[config.mk]
export PLATFORM = sky130hd
export DESIGN_NAME = vpw_bus_symbol_crc_codec
export DESIGN_NICKNAME = d
export VERILOG_FILES = /design/src/hdl/vpw_pkg.sv /design/src/hdl/vpw_bus_symbol_crc_codec.sv
export VERILOG_INCLUDE_DIRS = /design/src /design/src/hdl
export SDC_FILE = /design/constraint.sdc
export NUM_CORES = 1
export LEC_CHECK = 0
export BUFFER_PORTS_ARGS = -buffer_cell sky130_fd_sc_hd__buf_2
export CORE_ASPECT_RATIO = 1.4
export CORE_MARGIN = 10
export CORE_UTILIZATION = 53
export DETAILED_ROUTE_END_ITERATION = 16
export PLACE_DENSITY = 0.82
export SLEW_MARGIN = 0
export SYNTH_ARGS = -nofsm -noshare
export SYNTH_HDL_FRONTEND = slang
export SYNTH_SLANG_ARGS = --single-unit
[constraint.sdc]
create_clock -name clock -period 2.43 [get_ports clock]
set_clock_uncertainty 0.05 [all_clocks]
set_input_delay 0.243 -clock clock [delete_from_list [all_inputs] [get_ports clock]]
set_output_delay 0.243 -clock clock [all_outputs]
set_load 0.01 [all_outputs]
[src/hdl/vpw_bus_symbol_crc_codec_regs.svh]
`ifndef VPW_BUS_SYMBOL_CRC_CODEC_REGS_SVH
`define VPW_BUS_SYMBOL_CRC_CODEC_REGS_SVH

// ==========================================================
// Register offsets
`define VPW_OFF_CTRL     4'h0
`define VPW_OFF_TXDATA   4'h4
`define VPW_OFF_STATUS   4'h8
`define VPW_OFF_RXDATA   4'hC

// ==========================================================
// Field positions
`define VPW_CTRL_FOURFOLD  0
`define VPW_CTRL_PRE_LSB   8
`define VPW_CTRL_PRE_MSB   15
`define VPW_TX_LAST        8

// ==========================================================
// Reset values and CRC constants
`define VPW_CLK_MHZ        100
`define VPW_PRESCALE_RST   8'(`VPW_CLK_MHZ)
`define VPW_CRC_PRESET     8'hFF
`define VPW_CRC_POLY       8'h1D
`define VPW_CRC_RESIDUE    8'hC4

// ==========================================================
// Symbol times in microsecond ticks
`define VPW_SHORT_US       8'h40
`define VPW_LONG_US        8'h80
`define VPW_SOF_US         8'hC8
`define VPW_BIT_MIN_US     10'h022
`define VPW_BIT_SPLIT_US   10'h060
`define VPW_LONGSYM_US     10'h0A3
`define VPW_EOD_NOM_US     10'h0C8
`define VPW_EOF_EXT_US     10'h050
`define VPW_EOF_US         (`VPW_EOD_NOM_US + `VPW_EOF_EXT_US)
`define VPW_BREAK_US       10'h0F0
`define VPW_IFS_US         10'h12C

`endif

[src/hdl/vpw_pkg.sv]
package vpw_pkg;

  typedef enum logic [2:0] {
    SYM_INV,
    SYM_ZERO,
    SYM_ONE,
    SYM_LONG,
    SYM_EXT
  } vpw_sym_e;

  typedef enum logic [1:0] {
    TX_IDLE,
    TX_SOF,
    TX_DATA
  } vpw_tx_state_e;

  typedef struct packed {
    logic        wr;
    logic        rd;
    logic [3:0]  addr;
    logic [31:0] wdata;
  } vpw_req_s;

  typedef struct packed {
    logic txErr;
    logic invSym;
    logic crcErr;
    logic eof;
    logic rxValid;
  } vpw_flags_s;

endpackage

[src/hdl/vpw_bus_symbol_crc_codec.sv]
`timescale 1ns/1ps
`include "vpw_bus_symbol_crc_codec_regs.svh"

module vpw_bus_symbol_crc_codec (
  input  wire logic             clock,
  input  wire logic             rst,
  input  wire vpw_pkg::vpw_req_s req,
  output logic [31:0]           rdata,
  input  wire logic             rxLine,
  output logic                  txLine
);

  // ==========================================================
  // Functions
  function automatic logic [7:0] crcStep(input logic [7:0] crc, input logic bitIn);
    crcStep = {crc[6:0], 1'b0} ^ ((crc[7] ^ bitIn) ? `VPW_CRC_POLY : 8'h00);
  endfunction

  function automatic vpw_pkg::vpw_sym_e classify(input logic [9:0] dur, input logic active);
    if (dur < `VPW_BIT_MIN_US) begin
      classify = vpw_pkg::SYM_INV;
    end else if (dur < `VPW_BIT_SPLIT_US) begin
      classify = active ? vpw_pkg::SYM_ONE : vpw_pkg::SYM_ZERO;
    end else if (dur < `VPW_LONGSYM_US) begin
      classify = active ? vpw_pkg::SYM_ZERO : vpw_pkg::SYM_ONE;
    end else if (dur < `VPW_BREAK_US) begin
      classify = vpw_pkg::SYM_LONG;
    end else begin
      classify = vpw_pkg::SYM_EXT;
    end
  endfunction

  function automatic logic [7:0] bitLen(input logic bitVal, input logic level);
    bitLen = (bitVal ^ level) ? `VPW_LONG_US : `VPW_SHORT_US;
  endfunction

  // ==========================================================
  // Registers and state
  logic                  fourfold;
  logic [7:0]            prescale;
  logic [7:0]            preCnt;
  logic                  usTick;
  logic                  usTickD;
  logic [9:0]            usCnt;
  logic                  rxMeta;
  logic                  rxS;
  logic                  rxD;
  logic                  inFrame;
  logic                  frameSeen;
  logic [2:0]            rxBitCnt;
  logic [7:0]            rxShift;
  logic [7:0]            rxCrc;
  logic [7:0]            rxData;
  vpw_pkg::vpw_flags_s   flags;
  logic [7:0]            txBuf;
  logic                  txBufLast;
  logic                  txFull;
  vpw_pkg::vpw_tx_state_e txState;
  logic [7:0]            txTimer;
  logic [7:0]            txShift;
  logic [7:0]            txCrc;
  logic [2:0]            txBitCnt;
  logic                  txLast;
  logic                  crcSent;

  // ==========================================================
  // Bus decode
  wire wrCtrl   = req.wr && (req.addr == `VPW_OFF_CTRL);
  wire wrTx     = req.wr && (req.addr == `VPW_OFF_TXDATA);
  wire wrStatus = req.wr && (req.addr == `VPW_OFF_STATUS);
  wire rdRx     = req.rd && (req.addr == `VPW_OFF_RXDATA);
  wire [7:0] preLimit = fourfold ? {2'b00, prescale[7:2]} : prescale;

  // ==========================================================
  // Symbol timing
  // prescaled tick
  wire preWrap  = (preCnt + 8'h01) >= preLimit;
  wire rxEdge   = rxS != rxD;
  wire rxRise   = rxS && !rxD;
  wire passive  = !rxS && !rxEdge;
  wire activeLv = rxS && !rxEdge;
  wire busIdle  = passive && (usCnt > `VPW_IFS_US);
  wire [31:0] rdMux =
    (req.addr == `VPW_OFF_CTRL)   ? {16'h0000, prescale, 7'h00, fourfold} :
    (req.addr == `VPW_OFF_TXDATA) ? {31'h00000000, txFull} :
    (req.addr == `VPW_OFF_STATUS) ? {24'h000000, busIdle, txState == vpw_pkg::TX_IDLE,
                                     1'b0, flags} :
    (req.addr == `VPW_OFF_RXDATA) ? {24'h000000, rxData} : 32'h00000000;
  wire hitEod   = usTickD && (usCnt == `VPW_LONGSYM_US);
  wire hitEof   = usTickD && (usCnt == 10'(`VPW_EOF_US));
  wire hitBrk   = usTickD && (usCnt == `VPW_BREAK_US);

  wire vpw_pkg::vpw_sym_e sym = classify(usCnt, rxD);
  wire isBit    = (sym == vpw_pkg::SYM_ZERO) || (sym == vpw_pkg::SYM_ONE);
  wire rxBit    = sym == vpw_pkg::SYM_ONE;
  wire bitEv    = rxEdge && inFrame && isBit;
  wire sofEv    = rxEdge && rxD && (sym == vpw_pkg::SYM_LONG);
  wire invEv    = rxEdge && inFrame && (sym == vpw_pkg::SYM_INV);
  wire eodEv    = passive && hitEod && inFrame && (rxBitCnt == 3'h0);
  wire eofEv    = passive && hitEof && frameSeen;
  wire breakEv  = activeLv && hitBrk;
  wire rxBreak  = breakEv && inFrame;
  wire [7:0] rxShiftNext = {rxShift[6:0], rxBit};
  wire [7:0] rxCrcNext   = crcStep(rxCrc, rxBit);

  // ==========================================================
  // Transmit sequencing
  wire txLevel  = txBitCnt[0];
  wire txEnd    = usTick && (txTimer == 8'h01);
  wire txByteEnd = (txState == vpw_pkg::TX_DATA) && txEnd && (txBitCnt == 3'h7);
  wire [7:0] txCrcNext = crcStep(txCrc, txShift[7]);
  // start only when idle with a byte
  wire txStart  = (txState == vpw_pkg::TX_IDLE) && txFull && busIdle;
  wire loadCrc  = txByteEnd && !crcSent && txLast;
  wire loadBuf  = txStart || (txByteEnd && !crcSent && !txLast && txFull);
  wire underrun = txByteEnd && !crcSent && !txLast && !txFull;
  wire txBreak  = breakEv && (txState != vpw_pkg::TX_IDLE);

  // ==========================================================
  // Input synchroniser
  always_ff @(posedge clock) begin
    if (rst) begin
      rxMeta <= 1'b0;
      rxS    <= 1'b0;
      rxD    <= 1'b0;
    end else begin
      rxMeta <= rxLine;
      rxS    <= rxMeta;
      rxD    <= rxS;
    end
  end

  // edges restart the tick and count
  always_ff @(posedge clock) begin
    if (rst || rxEdge) begin
      preCnt  <= 8'h00;
      usTick  <= 1'b0;
      usTickD <= 1'b0;
      usCnt   <= 10'h000;
    end else begin
      preCnt  <= preWrap ? 8'h00 : preCnt + 8'h01;
      usTick  <= preWrap;
      usTickD <= usTick;
      if (usTick && (usCnt != 10'h3FF)) begin
        usCnt <= usCnt + 10'h001;
      end
    end
  end

  // ==========================================================
  // Control registers
  always_ff @(posedge clock) begin
    if (rst) begin
      fourfold <= 1'b0;
      prescale <= `VPW_PRESCALE_RST;
    end else if (rxBreak && fourfold) begin
      fourfold <= 1'b0;
    end else if (wrCtrl) begin
      fourfold <= req.wdata[`VPW_CTRL_FOURFOLD];
      prescale <= req.wdata[`VPW_CTRL_PRE_MSB:`VPW_CTRL_PRE_LSB];
    end
  end

  always_ff @(posedge clock) begin
    if (rst) begin
      rdata <= 32'h00000000;
    end else begin
      rdata <= req.rd ? rdMux : 32'h00000000;
    end
  end

  // Hardware set wins over a software clear in the same cycle
  always_ff @(posedge clock) begin
    if (rst) begin
      flags <= '0;
    end else begin
      if (wrStatus) begin
        flags <= flags & ~req.wdata[4:0];
      end
      if (rdRx) begin
        flags.rxValid <= 1'b0;
      end
      if (bitEv && (rxBitCnt == 3'h7)) begin
        flags.rxValid <= 1'b1;
      end
      if (eodEv && (rxCrc != `VPW_CRC_RESIDUE)) begin
        flags.crcErr <= 1'b1;
      end
      if (eofEv) begin
        flags.eof <= 1'b1;
      end
      if (rxBreak || invEv) begin
        flags.invSym <= 1'b1;
      end
      if (txBreak || underrun) begin
        flags.txErr <= 1'b1;
      end
    end
  end

  // ==========================================================
  // Receiver
  always_ff @(posedge clock) begin
    if (rst) begin
      inFrame   <= 1'b0;
      frameSeen <= 1'b0;
      rxBitCnt  <= 3'h0;
      rxShift   <= 8'h00;
      rxCrc     <= `VPW_CRC_PRESET;
      rxData    <= 8'h00;
    end else if (sofEv) begin
      inFrame   <= 1'b1;
      frameSeen <= 1'b1;
      rxBitCnt  <= 3'h0;
      rxCrc     <= `VPW_CRC_PRESET;
    end else if (rxBreak || invEv) begin
      inFrame   <= 1'b0;
      frameSeen <= 1'b0;
    end else if (eofEv) begin
      inFrame   <= 1'b0;
      frameSeen <= 1'b0;
    end else if (bitEv) begin
      rxShift  <= rxShiftNext;
      rxCrc    <= rxCrcNext;
      rxBitCnt <= rxBitCnt + 3'h1;
      if (rxBitCnt == 3'h7) begin
        rxData <= rxShiftNext;
      end
    end
  end

  // ==========================================================
  // Transmitter
  always_ff @(posedge clock) begin
    if (rst) begin
      txBuf     <= 8'h00;
      txBufLast <= 1'b0;
      txFull    <= 1'b0;
    end else if (wrTx) begin
      txBuf     <= req.wdata[7:0];
      txBufLast <= req.wdata[`VPW_TX_LAST];
      txFull    <= 1'b1;
    end else if (loadBuf) begin
      txFull    <= 1'b0;
    end
  end

  always_ff @(posedge clock) begin
    if (rst) begin
      txState  <= vpw_pkg::TX_IDLE;
      txTimer  <= 8'h00;
      txShift  <= 8'h00;
      txCrc    <= `VPW_CRC_PRESET;
      txBitCnt <= 3'h0;
      txLast   <= 1'b0;
      crcSent  <= 1'b0;
    end else if (txBreak || underrun) begin
      txState <= vpw_pkg::TX_IDLE;
    end else begin
      unique case (txState)
        vpw_pkg::TX_IDLE: begin
          if (txStart) begin
            txState <= vpw_pkg::TX_SOF;
            txTimer <= `VPW_SOF_US;
            txShift <= txBuf;
            txLast  <= txBufLast;
            txCrc   <= `VPW_CRC_PRESET;
            crcSent <= 1'b0;
          end
        end
        vpw_pkg::TX_SOF: begin
          if (txEnd) begin
            txState  <= vpw_pkg::TX_DATA;
            txBitCnt <= 3'h0;
            txTimer  <= bitLen(txShift[7], 1'b0);
          end else if (usTick) begin
            txTimer <= txTimer - 8'h01;
          end
        end
        vpw_pkg::TX_DATA: begin
          if (txEnd) begin
            txCrc    <= txCrcNext;
            txBitCnt <= txBitCnt + 3'h1;
            if (txByteEnd && crcSent) begin
              txState <= vpw_pkg::TX_IDLE;
            end else if (loadCrc) begin
              txShift <= ~txCrcNext;
              crcSent <= 1'b1;
              txTimer <= bitLen(~txCrcNext[7], 1'b0);
            end else if (loadBuf) begin
              txShift <= txBuf;
              txLast  <= txBufLast;
              txTimer <= bitLen(txBuf[7], 1'b0);
            end else begin
              txShift <= {txShift[6:0], 1'b0};
              txTimer <= bitLen(txShift[6], ~txLevel);
            end
          end else if (usTick) begin
            txTimer <= txTimer - 8'h01;
          end
        end
      endcase
    end
  end

  always_ff @(posedge clock) begin
    if (rst) begin
      txLine <= 1'b0;
    end else begin
      txLine <= (txState == vpw_pkg::TX_SOF) ||
                ((txState == vpw_pkg::TX_DATA) && txLevel);
    end
  end

  // ==========================================================
  // Assertions
  property p_crcPreset;
    @(posedge clock) disable iff (rst) sofEv |=> (rxCrc == `VPW_CRC_PRESET) && inFrame;
  endproperty
  a_crcPreset: assert property (p_crcPreset) else $error("remainder not preset");

  property p_crcErr;
    @(posedge clock) disable iff (rst)
      (eodEv && (rxCrc != `VPW_CRC_RESIDUE)) |=> flags.crcErr;
  endproperty
  a_crcErr: assert property (p_crcErr) else $error("checksum error not flagged");

  property p_eodNoFlag;
    @(posedge clock) disable iff (rst)
      (eodEv && !eofEv && !wrStatus) |=> $stable(flags.eof);
  endproperty
  a_eodNoFlag: assert property (p_eodNoFlag) else $error("end of data changed flag");

  property p_eofFlag;
    @(posedge clock) disable iff (rst) eofEv |=> flags.eof && !inFrame;
  endproperty
  a_eofFlag: assert property (p_eofFlag) else $error("end of frame not flagged");

  property p_txBreak;
    @(posedge clock) disable iff (rst)
      txBreak |=> (txState == vpw_pkg::TX_IDLE) && flags.txErr ##1 !txLine;
  endproperty
  a_txBreak: assert property (p_txBreak) else $error("break did not halt transmit");

  property p_break4x;
    @(posedge clock) disable iff (rst)
      (rxBreak && fourfold) |=> !fourfold && flags.invSym && !inFrame;
  endproperty
  a_break4x: assert property (p_break4x) else $error("fourfold not cleared");

  property p_sofStart;
    @(posedge clock) disable iff (rst)
      txStart |=> (txState == vpw_pkg::TX_SOF) && (txTimer == `VPW_SOF_US) ##1 txLine;
  endproperty
  a_sofStart: assert property (p_sofStart) else $error("start symbol not driven");

  property p_firstPassive;
    @(posedge clock) disable iff (rst)
      ((txState == vpw_pkg::TX_SOF) && txEnd) |=> (txBitCnt == 3'h0) ##1 !txLine;
  endproperty
  a_firstPassive: assert property (p_firstPassive) else $error("byte not passive first");

  property p_crcAppend;
    @(posedge clock) disable iff (rst) loadCrc |=> txShift == ~$past(txCrcNext);
  endproperty
  a_crcAppend: assert property (p_crcAppend) else $error("check byte not inverted");

  property p_passiveIdle;
    @(posedge clock) disable iff (rst) $past(txState == vpw_pkg::TX_IDLE) |-> !txLine;
  endproperty
  a_passiveIdle: assert property (p_passiveIdle) else $error("line active while idle");

endmodule // vpw_bus_symbol_crc_codec

# [After elaboration in Yosys (flattened, before gate mapping)]
# Index checks and enable logic that the tools add are counted.
# Widths: inputs -> output; s select.
[totals] regBits=138 wordCells=235
[classes] addsub=5 order_cmp=6 eq_ne=26 n_mux=65 bitwise_logic=16 n_reduce_logical=83
[ops] cell="$mux 8" n=22
[ops] cell="$logic_and 1x1->1" n=39
[ops] cell="$pmux 8 s2" n=2
[ops] cell="$pmux 8 s3" n=1
[ops] cell="$eq 10x8->1 const B" n=2
[ops] cell="$lt 10x8->1 const B" n=2
[ops] cell="$mux 1" n=20
[ops] cell="$mux 3" n=6
[ops] cell="$mux 16" n=1
[ops] cell="$ne 2x2->1 const B" n=8
[ops] cell="$reduce_and 4->1" n=4
[ops] cell="$reduce_bool 2->1" n=8
[ops] cell="$xor 8x5->8" n=2
[ops] cell="$mux 5" n=3
[ops] cell="$mux 2" n=6
[ops] cell="$add 10x1->10 const B" n=1
[ops] cell="$eq 10x9->1 const B" n=1
[ops] cell="$gt 10x9->1 const B" n=1
[ops] cell="$lt 10x6->1 const B" n=1
[ops] cell="$lt 10x7->1 const B" n=1
[ops] cell="$ne 10x10->1 const B" n=1
[ops] cell="$reduce_and 5->1" n=2
[ops] cell="$reduce_or 2->1" n=5
[ops] cell="$add 8x1->8 const B" n=1
[ops] cell="other kinds (35)" n=61

# [Longest topological paths before layout]
# Gate-level depths: netlist of the first run.
[logic_depth] depth_word=13 depth_mapped=10 mapped_depth_nobuf=9

# [Worst setup path before layout of the first run]
# OpenSTA, ideal clock, no wires.
[synth_timing] path_type="register to register" startpoint="register fourfold" endpoint="register usTick" setup_ns=0.115 t_arrival_ns=2.234 required_time_ns=2.265 slack_ns=0.030 stages_incl_launch_ff=10 n_path_buf=1 synth_period_minus_slack_ns=2.400 cell_sequence="dfxtp_1 clkbuf_1 mux2_2 ha_1 nand2b_1 a21o_1 a21o_1 a21oi_1 o21ai_1 and3_1"
[synth_between] elab_chain_cells=2
[synth_rtl] element="start: declaration" line="vpw_bus_symbol_crc_codec.sv:39" rtl="logic fourfold;"
[synth_rtl] element="start signal: assignment" line="vpw_bus_symbol_crc_codec.sv:159" rtl="fourfold <= req.wdata[`VPW_CTRL_FOURFOLD];"
[synth_rtl] element="$mux 8" line="vpw_bus_symbol_crc_codec.sv:72" rtl="wire [7:0] preLimit = fourfold ? {2'b00, prescale[7:2]} : prescale;"
[synth_rtl] element="$ge 8x8->1" line="vpw_bus_symbol_crc_codec.sv:77" rtl="wire preWrap = (preCnt + 8'h01) >= preLimit;"
[synth_rtl] element="end signal: assignment" line="vpw_bus_symbol_crc_codec.sv:142" rtl="usTick <= preWrap;"
[synth_rtl] element="end: declaration" line="vpw_bus_symbol_crc_codec.sv:42" rtl="logic usTick;"
# No other way between the ends.
# A chain may end at the register's enable or synchronous reset.

# [Final worst setup path of the first run]
[layout_timing] startpoint="register usCnt[9]" endpoint="register txShift[0]"
[layout_between] elab_chain_cells=9 elab_cells_between_ends=17 cone_classes="order compare (1); eq/ne (2); mux (5); bitwise (1); reduce/logical (8)"
[layout_rtl] element="start: declaration" line="vpw_bus_symbol_crc_codec.sv:44" rtl="logic [9:0] usCnt;"
[layout_rtl] element="start signal: assignment" line="vpw_bus_symbol_crc_codec.sv:145" rtl="usCnt <= usCnt + 10'h001;"
[layout_rtl] element="$gt 10x9->1 (no line)"
[layout_rtl] element="$logic_and 1x1->1" line="vpw_bus_symbol_crc_codec.sv:82" rtl="wire busIdle = passive && (usCnt > `VPW_IFS_US);"
[layout_rtl] element="$logic_and 1x1->1" line="vpw_bus_symbol_crc_codec.sv:113" rtl="wire txStart = (txState == vpw_pkg::TX_IDLE) && txFull && busIdle;"
[layout_rtl] element="$logic_or 1x1->1" line="vpw_bus_symbol_crc_codec.sv:115" rtl="wire loadBuf = txStart || (txByteEnd && !crcSent && !txLast && txFull);"
[layout_rtl] element="$mux 8" line="vpw_bus_symbol_crc_codec.sv:290" rtl="end else if (loadBuf) begin"
[layout_rtl] element="$mux 8" line="vpw_bus_symbol_crc_codec.sv:286" rtl="end else if (loadCrc) begin"
[layout_rtl] element="$mux 8" line="vpw_bus_symbol_crc_codec.sv:284" rtl="if (txByteEnd && crcSent) begin"
[layout_rtl] element="$mux 8" line="vpw_bus_symbol_crc_codec.sv:281" rtl="if (txEnd) begin"
[layout_rtl] element="$pmux 8 s2" line="vpw_bus_symbol_crc_codec.sv:260" rtl="unique case (txState)"
[layout_rtl] element="end signal: assignment" line="vpw_bus_symbol_crc_codec.sv:265" rtl="txShift <= txBuf;"
[layout_rtl] element="end signal: assignment" line="vpw_bus_symbol_crc_codec.sv:287" rtl="txShift <= ~txCrcNext;"
[layout_rtl] element="end signal: assignment" line="vpw_bus_symbol_crc_codec.sv:291" rtl="txShift <= txBuf;"
[layout_rtl] element="end: declaration" line="vpw_bus_symbol_crc_codec.sv:60" rtl="logic [7:0] txShift;"
# Parallel ways exist; a longest one is shown, timed or not. The select of a mux whose other input is x is not followed.

==> run_results.csv, run 1 <==
group,metric,value,unit
logic_synthesis,yosysSeqAreaShare,39.2,%
floorplanning,row_count,46,
worst_setup_path,cp-end-kind,"flop",
clock_network,cts.reportedPaths.clkPinSlew,60,ps
drt,ant_nets,0,
power_and_ir_drop,vdd_drop_max,0.000448,V
placement,place_area,0.00665,mm2
logic_synthesis,synth_edf_count,0,
drt,wl,17000,um
cells_and_area,layout-drive-gt1-share,17.8,%
timing,post-route-min-period,2400,ps
global_route,grt_max_degree,31,
worst_setup_path,arrival,2670,ps
worst_setup_path,cp_top_family,"simple AND/OR/NAND/NOR gates",
timing,fmax,417,MHz
cells_and_area,mostFrequentLayoutCells,"121 x dfxtp_1, 77 x nor2_1, 54 x nand2_1",
floorplanning,start_util,54.6,%
clock_network,clk_path_buf_depth,2,
cells_and_area,n_fill_cell,871,
power_and_ir_drop,report.power.total,5.15,mW
clock_network,numCtsBuffers,17,
cells_and_area,nets,838,
timing,relSlewSlack,53.5,%
global_route,antenna_found_initial,0,
placement,portBuffers,41,
worst_setup_path,setup.worst_path.start_class,"flop",
clock_network,cts_root_buffer,"clkbuf_16",
drt,drt_first_pass_iters,5,
drt,initialDrtViolationCount,454,
timing,slew_violations,0,
timing,tightestPinTransition,693,ps
power_and_ir_drop,powerDensity,698,mW/mm2
worst_setup_path,worst_path_max_delay_cell,"nor4_1",
timing,setup_ws,29.8,ps
timing,timing.hold.ws,3.46,ps
placement,gp_congestion,0.910,
timing,setup_viol,0,
cells_and_area,syn2layout_area_growth,18.5,%
worst_setup_path,path_cells,"nor4_1, o21ai_2, a41o_2, buf_4, and2_2, and3_1, o31a_1",
worst_setup_path,path_buf_inv,1,
logic_synthesis,ys_warn_count,0,
cells_and_area,ff_latch_area,0.00244,mm2
clock_network,clkSinkCount,122,
drt,wl_per_cell,18.2,um
logic_synthesis,ys_ff_latch,122,
floorplanning,die-width,112,um
worst_setup_path,slowest_delay,450,ps
cells_and_area,multi_input_area,0.00350,mm2
floorplanning,die_area,0.0165,mm2
worst_setup_path,required,2700,ps
logic_synthesis,synth_cells,705,
placement,place_ws,58.9,ps
logic_synthesis,synth_cell_type_count,78,
clock_network,htreeDepth,4,
cells_and_area,stdcell_area,0.00738,mm2
drt,drc,0,
logic_synthesis,netlist_area,0.00623,mm2
job,maxCapViolCount,0,
timing,fin_crit_sh,98.8,%
logic_synthesis,synthFlopType,"dfxtp_1",
global_route,overflow,0,
clock_network,clk_latency,420,ps
floorplanning,die_y,148,um
min_path,hp-class,"input pin to flop",
power_and_ir_drop,leakagePower,3.16,nW
global_route,grt_pass1_wl,27300,um
logic_synthesis,async_reset_ff_share,0,%
clock_network,cts_tree,"yes",
floorplanning,core_area,0.0114,mm2
timing,hold_viol_final,0,
logic_synthesis,synth.avg_cell_area,8.83,um2
cells_and_area,mostFrequentLayoutCell,"dfxtp_1",
drt,routed-via-count,5604,
floorplanning,io_pins,74,
worst_setup_path,path_class,"flop to flop",
placement,hpwl,11900,um
drt,vias_per_cell,6.02,
worst_setup_path,path_max_fanout,12,
run_status,status,"finished, final reports clean",
global_route,first_global_vias,5733,
global_route,track_usage,19.8,%
==> cells by family after synthesis <==
kind of cell	count (synthesis)	share of synthesized area (%)
muxes	51	8.24
other	1	0.0602
xor gates and xnor gates	26	3.66
AOI/OAI and AO/OA	128	14.2
DFF	122	39.2
and+or+nand+nor	273	23.6
buffers and inverters	80	6.21
adders and majority gates	24	4.82
==> layout make-up <==
cell class / count / share of cell area [%]
sequential: 122 / 33.1
timing repair buffer: 81 / 7.02
multi-input combinational: 520 / 47.5
clock inverter: 14 / 2.53
tap: 144 / 2.44
clock buffer: 18 / 5.82
antenna: 1 / 0.0339
inverter: 31 / 1.58
==> power breakdown <==
group	total (mW)	switching, mW	internal (mW)
Sequential	2.06	0.0323	2.03
Clock	2.64	1.00	1.64
Combinational	0.449	0.275	0.174
Total	5.15	1.31	3.84
==> flip-flops by register name (all words and copies together), names as in the netlist, 2 cells and up <==
signal / cells
rxCrc: 8
rxBitCnt: 3
txTimer: 8
flags: 5
rxShift: 7
txBitCnt: 3
rdata: 16
usCnt: 10
rxData: 8
txBuf: 8
txState: 2
prescale: 8
txCrc: 8
preCnt: 8
txShift: 8
==> metrics by stage <==
stage	TNS, ps	instances	util, %
3_5_place_dp	0	889	58.3
4_1_cts	0	926	64.2
5_1_grt	-269	930	64.7
6_report	0	931	64.8
2_1_floorplan	0	720	-
3_3_place_gp	0	889	58.3
==> path summary, 6_finish.rpt <==
| check | end | slack (ps) | start | cells after the start |
|---|---|---|---|---|
| worst max-delay path | txShift[0] | 30 | usCnt[9] | 7 |
| worst min-delay path | prescale[4] | 3 | req[12] | 3 |
| worst max register to register | txShift[0] | 30 | usCnt[9] | 7 |
| worst min register to register | rxS | 380 | rxMeta | 1 |
==> Yosys cell counts (8+ instances only) <==
library cell	n	area share, %
a211oi_1	14	1.7
a21oi_1	26	2.1
a22oi_1	9	1.1
and2_1	15	1.5
and3_1	17	1.7
buf_2	12	0.96
buf_4	17	2.0
clkbuf_1	17	1.0
dfxtp_1	122	39
ha_1	24	4.8
inv_1	31	1.9
mux2i_1	49	7.9
nand2_1	55	3.3
nand2b_1	8	0.80
nand3_1	20	1.6
nand4_1	14	1.4
nor2_1	77	4.6
nor3_1	14	1.1
o211ai_1	8	0.96
o21ai_0	11	0.88
o21ai_1	11	0.88
o22ai_1	8	0.80
xnor2_1	15	2.1
xor2_1	11	1.5
==> worst min-delay path: stages <==
cell and delay [ps]:
buf_2 70, mux2i_1 50, nor2_1 70
==> layer usage <==
layer	vias up	routed length [um]	share of wire [%]	track usage, %
met3	82	840	4.9	4.79
met2	230	9130	54	37.2
met4	0	855	5.0	12.4
li1	2618	-	-	-
met5	-	0	0	0
met1	2674	6150	36	18.7
==> repair_timing <==
action / 4_1_cts / 5_1_grt
gates cloned: 0 / 2
buffers inserted: 0 / 2
hold endpoints to repair: 5 / 0
pin swaps: 0 / 7
endpoints found under the setup margin: 1 / 18
gates resized for setup: 1 / 14
hold buffers: 5 / 0
No activity file was read; power rests on OpenSTA's default activity.
==> run 2, diff against run 1 <==
- CORE_UTILIZATION: 53 -> 30
- PLACE_DENSITY: 0.82 -> 0.45
==> run_results.csv, run 2 (synthesized netlist as in run 1, its figures left out) <==
group,metric,value,unit
run_status,status,"finished, final reports clean",
cells_and_area,stdcell_area,0.00765,mm2
power_and_ir_drop,leakagePower,3.23,nW
job,maxCapViolCount,0,
clock_network,htreeDepth,4,
cells_and_area,nets,850,
drt,wl_per_cell,16.4,um
floorplanning,row_count,62,
worst_setup_path,cp-end-kind,"flop",
floorplanning,die_y,190,um
drt,drt_first_pass_iters,5,
worst_setup_path,setup.worst_path.start_class,"flop",
cells_and_area,n_fill_cell,2147,
clock_network,cts_tree,"yes",
timing,fmax,436,MHz
global_route,track_usage,12.7,%
drt,ant_nets,0,
floorplanning,start_util,30.4,%
worst_setup_path,path_cells,"ha_1, ha_1, and3b_1, nor4b_4, and2_1, or4_1, o311ai_2, a311oi_1",
timing,relSlewSlack,57.7,%
min_path,hp-class,"input pin to flop",
timing,tightestPinTransition,633,ps
timing,slew_violations,0,
clock_network,clk_path_buf_depth,2,
timing,post-route-min-period,2290,ps
worst_setup_path,arrival,2530,ps
worst_setup_path,cp_top_family,"simple AND/OR/NAND/NOR gates",
cells_and_area,largestRegisters,"rdata: 16 flops, usCnt: 10 flops",
placement,place_ws,34.5,ps
drt,vias_per_cell,5.07,
timing,fin_crit_sh,94.4,%
cells_and_area,mostFrequentLayoutCells,"121 x dfxtp_1, 77 x nor2_1, 55 x nand2_1",
floorplanning,io_pins,74,
timing,setup_viol,0,
cells_and_area,layout-drive-gt1-share,18.7,%
worst_setup_path,path_class,"flop to flop",
timing,setup_ws,137,ps
clock_network,numCtsBuffers,17,
clock_network,cts.reportedPaths.clkPinSlew,60,ps
worst_setup_path,slowest_delay,490,ps
timing,finalSetupTns,0,ps
drt,routed-via-count,5346,
placement,gp_congestion,0.840,
global_route,grt_pass1_wl,27600,um
cells_and_area,syn2layout_area_growth,22.8,%
worst_setup_path,critPathMostFrequentCell,"ha_1",
drt,initialDrtViolationCount,308,
cells_and_area,insertedDiodeCount,0,
drt,drc,0,
global_route,antenna_found_initial,0,
power_and_ir_drop,vdd_drop_max,0.000511,V
timing,hold_viol_final,0,
floorplanning,die-width,142,um
cells_and_area,largest_reg_flops,16,
placement,hpwl,13000,um
clock_network,clk_latency,430,ps
cells_and_area,top_register,"rdata",
timing,rsz0062_at_grt,"no",
placement,place_area,0.00688,mm2
cells_and_area,mostFrequentLayoutCell,"dfxtp_1",
worst_setup_path,path_buf_inv,0,
worst_setup_path,path_max_fanout,5,
worst_setup_path,required,2660,ps
power_and_ir_drop,powerDensity,660,mW/mm2
global_route,first_global_vias,5336,
drt,wl,17200,um
placement,portBuffers,41,
floorplanning,core_area,0.0205,mm2
floorplanning,die_area,0.0270,mm2
clock_network,clkSinkCount,122,
global_route,grt_max_degree,37,
worst_setup_path,worst_path_max_delay_cell,"or4_1",
global_route,overflow,0,
clock_network,cts_root_buffer,"clkbuf_16",
run 2: area by class of cell:
type                            count  area [um2]  area share, %
Multi-Input combinational cell    519        3530           46.2
Tap cell                          256         320           4.19
Clock buffer                       19         443           5.79
Inverter                           31         116           1.52
Sequential cell                   122        2440           31.9
Timing Repair Buffer               94         651           8.51
Clock inverter                     13         144           1.88
run 2: where the power goes:
part / internal, mW / switching, mW / total (mW)
Sequential: 2.03 / 0.0299 / 2.06
Clock: 1.54 / 0.956 / 2.50
Combinational: 0.194 / 0.292 / 0.486
run 2: tightest hold or removal path: stages:
cell,delay [ps]
buf_2,90
mux2i_1,60
nor2_1,80
run 2: per-stage QoR:
| step | util, % | power (mW) | std cells | hold slack, ps |
|---|---|---|---|---|
| after floorplan | - | 2.41 | 720 | 318 |
| after global placement | 33.6 | 2.56 | 1010 | 371 |
| after detailed placement | 33.6 | 2.56 | 1010 | 383 |
| after CTS | 36.9 | 5.11 | 1051 | 33.0 |
| after global routing | 37.3 | 5.25 | 1054 | 45.8 |
| final | 37.3 | 5.05 | 1054 | 31.5 |
run 2: final timing paths:
check	startpoint	endpoint	cells past startpoint	slack, ps
hold / removal	req[15]	prescale[7]	3	30
setup / recovery	txBitCnt[0]	txTimer[7]	8	140
hold reg to reg	rxMeta	rxS	1	400
setup reg to reg	txBitCnt[0]	txTimer[7]	8	140
run 2: what timing repair did:
item	4_1_cts	5_1_grt
setup endpoints to repair	1	27
buffers inserted	0	2
gates cloned	0	1
hold endpoints to repair	9	0
gates resized for setup	1	14
pin swaps	0	3
hold buffers	9	0
run 2: metal layers:
layer | wire, um | vias up | GRT usage, %
met3 | 544 | 37 | 2.77
met2 | 8820 | 110 | 22.1
met1 | 7300 | 2533 | 14.2
met4 | 570 | 0 | 6.54
met5 | 0 | - | 0
li1 | - | 2666 | -
